## config.mk

```make
export PLATFORM = sky130hd
export DESIGN_NAME = regulator_vbus_detect_control
export DESIGN_NICKNAME = d
export VERILOG_FILES = /design/src/logic/regulator_vbus_pkg.sv /design/src/logic/level_sync.sv /design/src/logic/edge_event.sv /design/src/logic/regulator_vbus_detect_control.sv
export SDC_FILE = /design/constraint.sdc
export NUM_CORES = 1
export LEC_CHECK = 0
export BUFFER_PORTS_ARGS = -buffer_cell sky130_fd_sc_hd__buf_4
export CAP_MARGIN = 20
export CORE_MARGIN = 3
export CORE_UTILIZATION = 36
export DETAILED_ROUTE_END_ITERATION = 10
export GPL_TIMING_DRIVEN = 0
export PLACE_DENSITY = 0.76
export RECOVER_POWER = 100
export SLEW_MARGIN = 20
export SYNTH_ARGS = -nofsm -noshare
export SYNTH_HDL_FRONTEND = slang
export SYNTH_SLANG_ARGS = --single-unit
```

## constraint.sdc

```tcl
create_clock -name REF_CLK_I -period 1.85 [get_ports REF_CLK_I]
set_input_delay 0.2775 -clock REF_CLK_I [delete_from_list [all_inputs] [get_ports REF_CLK_I]]
set_output_delay 0.2775 -clock REF_CLK_I [all_outputs]
set_load 0.02 [all_outputs]
```

## src/logic/regulator_vbus_pkg.sv

```systemverilog
// package for the regulator and bus-supply detect block
// assumes a 32-bit apb slave with word-aligned registers
package regulator_vbus_pkg;
  localparam int ADDR_W = 12;
  // register byte offsets
  localparam logic [11:0] REGULATOR_CONTROL_OFF = 12'h000;
  localparam logic [11:0] IRQ_STATUS_OFF = 12'h004;
  localparam logic [11:0] IRQ_MASK_OFF = 12'h008;
  localparam logic [11:0] RESET_SOURCE_OFF = 12'h00C;
  // regulator control field positions
  localparam int OFF_BIT_POS = 7;
  localparam int LEVEL_BIT_POS = 6;
  localparam int POL_BIT_POS = 5;
  localparam int LOW_POWER_BIT_POS = 4;
  localparam logic [7:0] CONTROL_RESET = 8'h00;
  localparam logic [7:0] CONTROL_WRITABLE = 8'hB0; // bits 7,5,4; low nibble reads zero
  // event status layout
  localparam int EV_ATTACH_POS = 0;
  localparam int EV_DETACH_POS = 1;
  localparam int EV_MATCH_POS = 2;
  localparam int EV_W = 3;
  localparam logic [EV_W-1:0] EV_RESET = 3'h0;
  localparam int SYNC_STAGES = 2;

  typedef struct packed {
    logic regulator_off_bit;
    logic bus_supply_polarity_select;
    logic regulator_low_power_select;
  } control_t;

  localparam control_t CONTROL_T_RESET = '{1'b0, 1'b0, 1'b0};
endpackage

```

## src/logic/level_sync.sv

```systemverilog
// two-flop synchroniser for one asynchronous level
// assumes the destination clock is the block clock
`timescale 1ns/1ps
`default_nettype none
module level_sync #(
  parameter int STAGES = 2
) (
  input wire logic clk_i,
  input wire logic rst_n_i,
  input wire logic async_i,
  output logic sync_o
);
  logic [STAGES-1:0] chain_q;
  // only the last stage is read outside this chain
  always_ff @(posedge clk_i) begin
    if (!rst_n_i) begin
      chain_q <= '0;
    end else begin
      chain_q <= {chain_q[STAGES-2:0], async_i};
    end
  end
  assign sync_o = chain_q[STAGES-1];
endmodule
`default_nettype wire

```

## src/logic/edge_event.sv

```systemverilog
// rising and falling edge pulse detector on a synchronised level
// assumes the input is already in the block clock domain
`timescale 1ns/1ps
`default_nettype none
module edge_event (
  input wire logic clk_i,
  input wire logic rst_n_i,
  input wire logic level_i,
  output logic rise_o,
  output logic fall_o
);
  logic prev_q;
  always_ff @(posedge clk_i) begin
    if (!rst_n_i) begin
      prev_q <= 1'b0;
    end else begin
      prev_q <= level_i;
    end
  end
  assign rise_o = level_i & ~prev_q;
  assign fall_o = ~level_i & prev_q;
endmodule
`default_nettype wire

```

## src/logic/regulator_vbus_detect_control.sv

```systemverilog
// regulator control and bus-supply detection with apb registers
// assumes one 250 MHz clock, synchronous active-low reset, vbus pin asynchronous
// assumes software keeps the low control nibble at zero; it reads zero regardless
// limitation: a pin pulse shorter than one clock period may be missed entirely
//
// The implementer's own choices: the placing of the registers and register access over APB.
`timescale 1ns/1ps
`default_nettype none
module regulator_vbus_detect_control
  import regulator_vbus_pkg::*;
(
  // clock and reset
  input wire logic REF_CLK_I,
  input wire logic RESET_N_I,
  // apb slave
  input wire logic PSEL_I,
  input wire logic PENABLE_I,
  input wire logic PWRITE_I,
  input wire logic [ADDR_W-1:0] PADDR_I,
  input wire logic [31:0] PWDATA_I,
  input wire logic [3:0] PSTRB_I,
  output logic [31:0] PRDATA_O,
  output logic PREADY_O,
  output logic PSLVERR_O,
  // bus supply pin
  input wire logic BUS_SUPPLY_I,
  // regulator and system outputs
  output logic REGULATOR_ENABLE_O,
  output logic REGULATOR_LOW_POWER_O,
  output logic BUS_SUPPLY_MATCH_IRQ_O,
  output logic SYSTEM_RESET_REQ_O,
  output logic IRQ_O
);

  control_t ctrl_q;
  logic reset_source_q;
  logic [EV_W-1:0] status_q;
  logic [EV_W-1:0] mask_q;
  logic level_sync;
  logic rise;
  logic fall;
  logic match;
  logic access;
  logic wr;
  logic rd;
  logic mapped;
  logic [EV_W-1:0] events;
  logic [7:0] ctrl_byte;
  // register selects, decoded once and shared by every register process
  logic sel_control;
  logic sel_status;
  logic sel_mask;
  logic sel_source;
  logic setup;
  logic lane0;
  logic ctrl_wr;
  logic mask_wr;
  logic source_wr;
  logic status_clr;
  // next values and views shared by the read path and the output flops
  logic [EV_W-1:0] status_d;
  logic [EV_W-1:0] status_view;
  logic [EV_W-1:0] pending;
  logic [31:0] rdata_d;
  logic ready_d;
  logic slverr_d;
  logic regulator_enable_d;
  logic low_power_d;
  logic match_irq_d;
  logic reset_req_d;
  logic irq_d;

  // pin crosses into the clock domain before anything looks at it
  level_sync #(.STAGES(SYNC_STAGES)) u_sync (
    .clk_i(REF_CLK_I),
    .rst_n_i(RESET_N_I),
    .async_i(BUS_SUPPLY_I),
    .sync_o(level_sync)
  );

  edge_event u_edge (
    .clk_i(REF_CLK_I),
    .rst_n_i(RESET_N_I),
    .level_i(level_sync),
    .rise_o(rise),
    .fall_o(fall)
  );

  // polarity 1 matches high level, 0 matches low level
  always_comb begin
    if (ctrl_q.bus_supply_polarity_select) begin
      match = level_sync;
    end else begin
      match = ~level_sync;
    end
  end

  // apb decode: zero wait states, write lands in the access cycle
  assign access = PSEL_I & PENABLE_I;
  assign wr = access & PWRITE_I;
  assign rd = access & ~PWRITE_I;
  assign mapped = (PADDR_I == REGULATOR_CONTROL_OFF) || (PADDR_I == IRQ_STATUS_OFF) ||
                  (PADDR_I == IRQ_MASK_OFF) || (PADDR_I == RESET_SOURCE_OFF);

  // one-hot register selects; anything else is answered with an error
  assign sel_control = (PADDR_I == REGULATOR_CONTROL_OFF);
  assign sel_status = (PADDR_I == IRQ_STATUS_OFF);
  assign sel_mask = (PADDR_I == IRQ_MASK_OFF);
  assign sel_source = (PADDR_I == RESET_SOURCE_OFF);
  // setup cycle is where read data and the answer are prepared
  assign setup = PSEL_I & ~PENABLE_I;
  assign lane0 = PSTRB_I[0]; // only byte lane 0 carries register bits

  // write strobes; a write with lane 0 masked off changes nothing
  assign ctrl_wr = wr & lane0 & sel_control;
  assign mask_wr = wr & lane0 & sel_mask;
  assign source_wr = wr & lane0 & sel_source;
  // a status read clears in the access cycle, after the setup cycle captured it
  assign status_clr = rd & sel_status;

  // control byte view; low nibble is hard zero
  always_comb begin
    ctrl_byte = 8'h00;
    ctrl_byte[OFF_BIT_POS] = ctrl_q.regulator_off_bit;
    ctrl_byte[LEVEL_BIT_POS] = level_sync;
    ctrl_byte[POL_BIT_POS] = ctrl_q.bus_supply_polarity_select;
    ctrl_byte[LOW_POWER_BIT_POS] = ctrl_q.regulator_low_power_select;
  end

  // control register writes; status bit is not writable
  always_ff @(posedge REF_CLK_I) begin
    if (!RESET_N_I) begin
      ctrl_q <= CONTROL_T_RESET;
    end else if (ctrl_wr) begin
      ctrl_q.regulator_off_bit <= PWDATA_I[OFF_BIT_POS];
      ctrl_q.bus_supply_polarity_select <= PWDATA_I[POL_BIT_POS];
      ctrl_q.regulator_low_power_select <= PWDATA_I[LOW_POWER_BIT_POS];
    end
  end

  // reset-source select, off by default so a detach cannot reset the chip
  always_ff @(posedge REF_CLK_I) begin
    if (!RESET_N_I) begin
      reset_source_q <= 1'b0;
    end else if (source_wr) begin
      reset_source_q <= PWDATA_I[0];
    end
  end

  // interrupt mask
  always_ff @(posedge REF_CLK_I) begin
    if (!RESET_N_I) begin
      mask_q <= EV_RESET;
    end else if (mask_wr) begin
      mask_q <= PWDATA_I[EV_W-1:0];
    end
  end

  // sticky edge events plus a live match bit that is never latched
  always_comb begin
    events = EV_RESET;
    events[EV_ATTACH_POS] = rise;
    events[EV_DETACH_POS] = fall;
  end

  // read clears; an event in the clearing cycle survives
  always_ff @(posedge REF_CLK_I) begin
    if (!RESET_N_I) begin
      status_q <= EV_RESET;
    end else begin
      status_q <= status_d; // set wins over the read clear
    end
  end

  // next status: a read clears, but an event landing in the same cycle is kept
  always_comb begin
    if (status_clr) begin
      status_d = events;
    end else begin
      status_d = status_q | events;
    end
  end

  // what software sees: sticky bits plus this cycle's events, live match on top
  always_comb begin
    status_view = status_q | events; // an event in the setup cycle is reported, not lost
    status_view[EV_MATCH_POS] = match;
  end

  // unmasked sources for the summary interrupt line
  assign pending = status_view & mask_q;

  // read data chosen in the setup cycle; registered so it stands through the access cycle
  always_comb begin
    rdata_d = 32'h0000_0000;
    if (setup && !PWRITE_I) begin
      case (PADDR_I)
        REGULATOR_CONTROL_OFF: rdata_d = {24'h00_0000, ctrl_byte};
        IRQ_STATUS_OFF: rdata_d = {29'h0000_0000, status_view};
        IRQ_MASK_OFF: rdata_d = {29'h0000_0000, mask_q};
        RESET_SOURCE_OFF: rdata_d = {31'h0000_0000, reset_source_q};
        default: rdata_d = 32'h0000_0000;
      endcase
    end
  end

  // zero wait states: the answer always comes in the access cycle
  assign ready_d = setup;
  // unmapped offsets are refused with an error; writes to them change nothing
  assign slverr_d = setup & ~mapped;

  // the off bit is active high while the enable pin is active high, hence the inversion
  assign regulator_enable_d = ~ctrl_q.regulator_off_bit;
  assign low_power_d = ctrl_q.regulator_low_power_select;
  // match outputs hold no sticky state, so their flops fall one edge after the match ends
  assign match_irq_d = match & mask_q[EV_MATCH_POS];
  assign reset_req_d = match & reset_source_q;
  assign irq_d = |pending;

  // read data, valid while ready is high
  always_ff @(posedge REF_CLK_I) begin
    if (!RESET_N_I) begin
      PRDATA_O <= 32'h0000_0000;
    end else begin
      PRDATA_O <= rdata_d;
    end
  end

  // ready pulse, one cycle after the setup edge
  always_ff @(posedge REF_CLK_I) begin
    if (!RESET_N_I) begin
      PREADY_O <= 1'b0;
    end else begin
      PREADY_O <= ready_d;
    end
  end

  // error pulse rides with ready
  always_ff @(posedge REF_CLK_I) begin
    if (!RESET_N_I) begin
      PSLVERR_O <= 1'b0;
    end else begin
      PSLVERR_O <= slverr_d;
    end
  end

  // regulator on out of reset, so a cold start is powered
  always_ff @(posedge REF_CLK_I) begin
    if (!RESET_N_I) begin
      REGULATOR_ENABLE_O <= 1'b1;
    end else begin
      REGULATOR_ENABLE_O <= regulator_enable_d;
    end
  end

  // low-power select, normal mode after reset
  always_ff @(posedge REF_CLK_I) begin
    if (!RESET_N_I) begin
      REGULATOR_LOW_POWER_O <= 1'b0;
    end else begin
      REGULATOR_LOW_POWER_O <= low_power_d;
    end
  end

  // match interrupt, one flop behind the synchronised level
  always_ff @(posedge REF_CLK_I) begin
    if (!RESET_N_I) begin
      BUS_SUPPLY_MATCH_IRQ_O <= 1'b0;
    end else begin
      BUS_SUPPLY_MATCH_IRQ_O <= match_irq_d;
    end
  end

  // reset request; the source bit is off by default
  always_ff @(posedge REF_CLK_I) begin
    if (!RESET_N_I) begin
      SYSTEM_RESET_REQ_O <= 1'b0;
    end else begin
      SYSTEM_RESET_REQ_O <= reset_req_d;
    end
  end

  // summary interrupt over sticky events and the live match
  always_ff @(posedge REF_CLK_I) begin
    if (!RESET_N_I) begin
      IRQ_O <= 1'b0;
    end else begin
      IRQ_O <= irq_d;
    end
  end

endmodule
`default_nettype wire

```

Word-level counts from Yosys, hierarchy flattened:

Index checks and enable logic that the tools add are counted.

* flip-flop bits (word level): 52
* output and inout port bits: 39
* logic and storage cells: 55

* equal/unequal tests: 3
* reduce and logical (&&, ||, !) cells: 9
* bitwise operators: 23
* mux-type cells: 3

Operators with widths (number)
* $pmux W8 S4: 1
* $eq A12 B4 Y1 const B: 2
* $and A1 B1 Y1: 14
* $eq A12 B3 Y1 const B: 1
* $logic_not A12 Y1: 1
* $not A1 Y1: 7
* $and A3 B3 Y3: 1
* $logic_or A1 B1 Y1: 3
* $or A3 B2 Y3: 1
* $reduce_or A3 Y1: 1
* $mux W2: 1
* $reduce_and A2 Y1: 1
* $reduce_or A2 Y1: 1
* $logic_and A1 B1 Y1: 1
* $logic_not A1 Y1: 1
* $mux W1: 1

Longest topological paths before layout:

* word-level depth: 6
* mapped depth: 5
* mapped depth without buffers: 3

Modules after synthesis:

From an unflattened synthesis, not the netlist that was laid out.

* cells, all modules: 132
* area, all modules: 1248.7 µm²

By module, submodules not included
* regulator_vbus_detect_control: seq. area each 460.4 µm², instances 1, cells an instance 124, area each 1157.4 µm²
* level_sync: seq. area each 40.0 µm², instances 1, cells an instance 4, area each 52.6 µm²
* edge_event: seq. area each 20.0 µm², instances 1, cells an instance 4, area each 38.8 µm²

Least setup slack after synthesis:

Ideal clock, no wire load.

* path type: in2reg
* from: input PADDR_I[9]
* to: register PRDATA_O[0]
* path buffers: 2
* stages: 5
* data required time: 1747 ps
* setup slack: -3 ps
* arrival: 1749 ps
* cells stage by stage: or4_1 -> clkbuf_1 -> or4_4 -> buf_6 -> a2111oi_2

* longest elaborated chain between the ends: 2

RTL lines
* from (decl): RTL line regulator_vbus_detect_control.sv:19 `input wire logic [ADDR_W-1:0] PADDR_I,`
* $eq A12 B4 Y1, or another cell as far along: RTL line regulator_vbus_detect_control.sv:197 `case (PADDR_I)`
* $pmux W8 S4 *: RTL line regulator_vbus_detect_control.sv:197
* to (signal assigned): RTL line regulator_vbus_detect_control.sv:225 `PRDATA_O <= rdata_d;`
* to (decl): RTL line regulator_vbus_detect_control.sv:22 `output logic [31:0] PRDATA_O,`

Every way passes the cells marked *; elsewhere a longest branch is shown, timed or not.
A chain may end at the register's enable or synchronous reset.

Worst setup path in the final report:

Same ends and word-level chain as after synthesis.

==> run metrics <==
library cell used as clock root buffer sky130_fd_sc_hd__clkbuf_4; endpoint of the worst register-to-register path PRDATA_O[0]; average cell area after synthesis 9.38 um2; worst endpoint required time 2090 ps; hold worst-path end u_sync.chain_q[0]; Port-buffer cells 38; hold-fix buffers at CTS 0; area of the core 3180 um2; Post-route DRC 0; power density of the placed cells 679 nW/um2; critical path class in -> reg; number of placement rows 20; Layout Cell Area excl Fill 1680 um2; Register-to-Register Setup Slack 590 ps; total routing usage reported by global routing 12.1%; post-CTS resize count 0; horizontal die dimension 64.9 um; Initial Util 39.3%; slack of the critical path 178 ps; Final Hold Viols 0; final wirelength 2470 um; number of unique standard cell types used by synthesis 28; fraction of post-synthesis cell area in the top cell type by area 41.7%; Inserted Clock Buffers 3; Iter 0 DRT Violations 29; depth of the worst register-to-register path 3; total number of yosys warnings 0; RSZ-0062 raised after global routing no; post-synthesis simple-gate area fraction 24.0%; post-synthesis cell count 133; deepest level of the CTS H-tree 1; Least-Margin Pin Slew 546 ps; Critical Path Source Type input port; cell depth of the worst hold path 2; count of fill cells added during filler insertion 309; setup violators final 0; filler-free cell count of the finished design 243; via density per instance 4.15; Arr. time, crit path 1920 ps; headroom to the max-slew limit 63.3%; number of global-route vias before repair 930; Pleak 0.723 nW; fraction of the mapped netlist area in adder cells 0%; 1st-pass router iterations 4; number of antenna violations at the first check in global routing 0; worst hold path startpoint BUS_SUPPLY_I; final hold slack 150 ps; upper clock frequency limit 598 MHz; critical path fanouts, max 7; fraction of layout instances using a drive strength above 1 31.2%; status finished clean; io pins 93; number of nets in the finished design 254; die area 4210 um2; final core utilization 52.8%; final worst path period share 90.4%; hold crit path type in -> reg; average wire per standard cell 10.2 um; cells taking the most area after synthesis sky130_fd_sc_hd__dfxtp_1 (42%), sky130_fd_sc_hd__buf_4 (15%), sky130_fd_sc_hd__nand2_1 (6.0%), sky130_fd_sc_hd__mux2i_1 (5.6%), sky130_fd_sc_hd__nor4_2 (3.0%); Synth Area in Compound Gates 6.92%; post-synthesis xor/xnor area fraction 0.702%; FF+latch count, synth 26; maximum number of pins on one net before global-route repair 16; latest clock arrival within the worst-skew pair 330 ps; setup fix buffers added after clock tree synthesis 0; clock slew at reported path FFs 140 ps; sequential-to-total area share from yosys stat 41.7%; Final min period 1670 ps; Inserted Diodes 0; main combinational cell family by area after synthesis simple AND/OR/NAND/NOR gates; antenna-violating nets left 0; launch point of the worst reg-to-reg path u_sync.chain_q[1]; VDD IR max 0.267 mV; post-synth design cell area 1250 um2; proportion of synthesized area in mux cells 6.52%; kind of end point of the critical path register; Synth-to-Final Area Change 34.6%; max_cap viols 0; post-detailed-placement cell area 1690 um2; clock sink count 26; setup skew after layout 3.83 ps; total gr overflow 0; Max Transition Viols Final 0; cell type contributing the most total cell area after synthesis sky130_fd_sc_hd__dfxtp_1; Cells after DPL 239; wire length of the first global-routing pass 3960 um; Die Y 64.9 um; number of buffers on the longest clock path 2; via count 1008; Placer Congestion 0.815; DP Worst Slack -155 ps; CTS tree done; placed wire-length estimate 1920 um
## logic make-up after synthesis
| group | after synthesis |
|---|---|
| other | 1 |
| muxes | 8 |
| AOI/OAI and AO/OA | 10 |
| xor gates and xnor gates | 1 |
| buffers and inverters | 37 |
| DFF | 26 |
| and+or+nand+nor | 50 |
## layer usage
layer	wire [um]	global-route usage [%]	share of wire (%)	vias up
met2	1170	21.2	47	43
met4	45	6.33	1.8	0
met1	1060	13.7	43	429
li1	-	-	-	531
met5	0	0	0	-
met3	200	2.60	8.1	5
## registers in the layout, indices dropped and copies added, names as in the netlist
register	flops
PRDATA_O	7
mask_q	3
ctrl_byte	2
status_q	2
u_sync.chain_q	2
BUS_SUPPLY_MATCH_IRQ_O	1
IRQ_O	1
PREADY_O	1
PSLVERR_O	1
REGULATOR_ENABLE_O	1
REGULATOR_LOW_POWER_O	1
SYSTEM_RESET_REQ_O	1
low_power_d	1
reset_source_q	1
u_edge.prev_q	1
## power by group
part	internal (mW)	switching (mW)
combinational	0.0814	0.0937
sequential	0.566	0.00295
clock	0.219	0.176
## per-stage QoR
step,total power [mW],setup TNS [ps]
finish,1.14,0
global route,1.18,0
CTS,1.15,0
detailed placement,0.758,-1060
global placement,0.757,-979
floorplan,0.699,0
## cell usage after synthesis
cell type                    n
sky130_fd_sc_hd__buf_4      25
sky130_fd_sc_hd__or4_1       2
sky130_fd_sc_hd__a2111oi_2   1
sky130_fd_sc_hd__a31oi_1     1
sky130_fd_sc_hd__conb_1      1
sky130_fd_sc_hd__mux2i_1     7
sky130_fd_sc_hd__or4bb_1     1
sky130_fd_sc_hd__inv_1       7
sky130_fd_sc_hd__nand2_1    20
sky130_fd_sc_hd__a22oi_1     1
sky130_fd_sc_hd__buf_6       2
sky130_fd_sc_hd__nand4_1     1
sky130_fd_sc_hd__mux2_2      1
sky130_fd_sc_hd__clkbuf_1    3
sky130_fd_sc_hd__nor4_1      3
sky130_fd_sc_hd__xnor2_1     1
sky130_fd_sc_hd__and2_1      2
sky130_fd_sc_hd__nand3b_1    2
sky130_fd_sc_hd__and3_1      2
sky130_fd_sc_hd__or4b_2      2
sky130_fd_sc_hd__o21ai_0     6
sky130_fd_sc_hd__nor2_1      2
sky130_fd_sc_hd__nor3_1      4
sky130_fd_sc_hd__or4_4       2
sky130_fd_sc_hd__nor2b_1     4
sky130_fd_sc_hd__a2111oi_4   1
sky130_fd_sc_hd__dfxtp_1    26
sky130_fd_sc_hd__nor4_2      3
## worst max-delay path, stage by stage
cell                        delay, ps
sky130_fd_sc_hd__clkbuf_4         100
sky130_fd_sc_hd__or4_1            500
sky130_fd_sc_hd__clkbuf_1         180
sky130_fd_sc_hd__or4_1            500
sky130_fd_sc_hd__buf_6            160
sky130_fd_sc_hd__a2111oi_4        180
## cells in the final DEF (no fill, tap or decap), types with 2 or more instances in the layout
cell type                   instances
sky130_fd_sc_hd__buf_4             46
sky130_fd_sc_hd__dfxtp_1           26
sky130_fd_sc_hd__conb_1            25
sky130_fd_sc_hd__nand2_1           20
sky130_fd_sc_hd__clkbuf_1          19
sky130_fd_sc_hd__mux2i_1            7
sky130_fd_sc_hd__inv_1              7
sky130_fd_sc_hd__o21ai_0            6
sky130_fd_sc_hd__nor2b_1            4
sky130_fd_sc_hd__nor3_1             4
sky130_fd_sc_hd__clkbuf_4           4
sky130_fd_sc_hd__or4_1              3
sky130_fd_sc_hd__nor4_1             3
sky130_fd_sc_hd__nor4_2             3
sky130_fd_sc_hd__buf_6              2
sky130_fd_sc_hd__or4b_2             2
sky130_fd_sc_hd__nand3b_1           2
sky130_fd_sc_hd__a2111oi_4          2
sky130_fd_sc_hd__nor2_1             2
sky130_fd_sc_hd__and3_1             2
sky130_fd_sc_hd__and2_1             2
## worst max path at each step
stage                           from           to  slack (ps)  cells past startpoint
after CTS                 PADDR_I[1]  PRDATA_O[0]         200                      6
after floorplan           PADDR_I[1]  PRDATA_O[2]           8                      5
after detailed placement  PADDR_I[1]  PRDATA_O[0]        -160                      6
after global placement    PADDR_I[1]  PRDATA_O[0]        -140                      6
after global routing      PADDR_I[9]  PRDATA_O[1]         110                      6
final                     PADDR_I[9]  PRDATA_O[0]         180                      6
## final cells by class
| type | count | area (um2) | share of cell area (%) |
|---|---|---|---|
| clock inverters | 1 | 30.0 | 1.79 |
| multi-input cells | 94 | 578 | 34.4 |
| clock buffers | 3 | 22.5 | 1.34 |
| repair buffers | 38 | 225 | 13.4 |
| well taps | 44 | 55.1 | 3.28 |
| inverters | 7 | 26.3 | 1.56 |
| plain buffers | 30 | 221 | 13.2 |
| flip-flops and latches | 26 | 520 | 31.0 |
No activity file was read; power rests on OpenSTA's default activity.
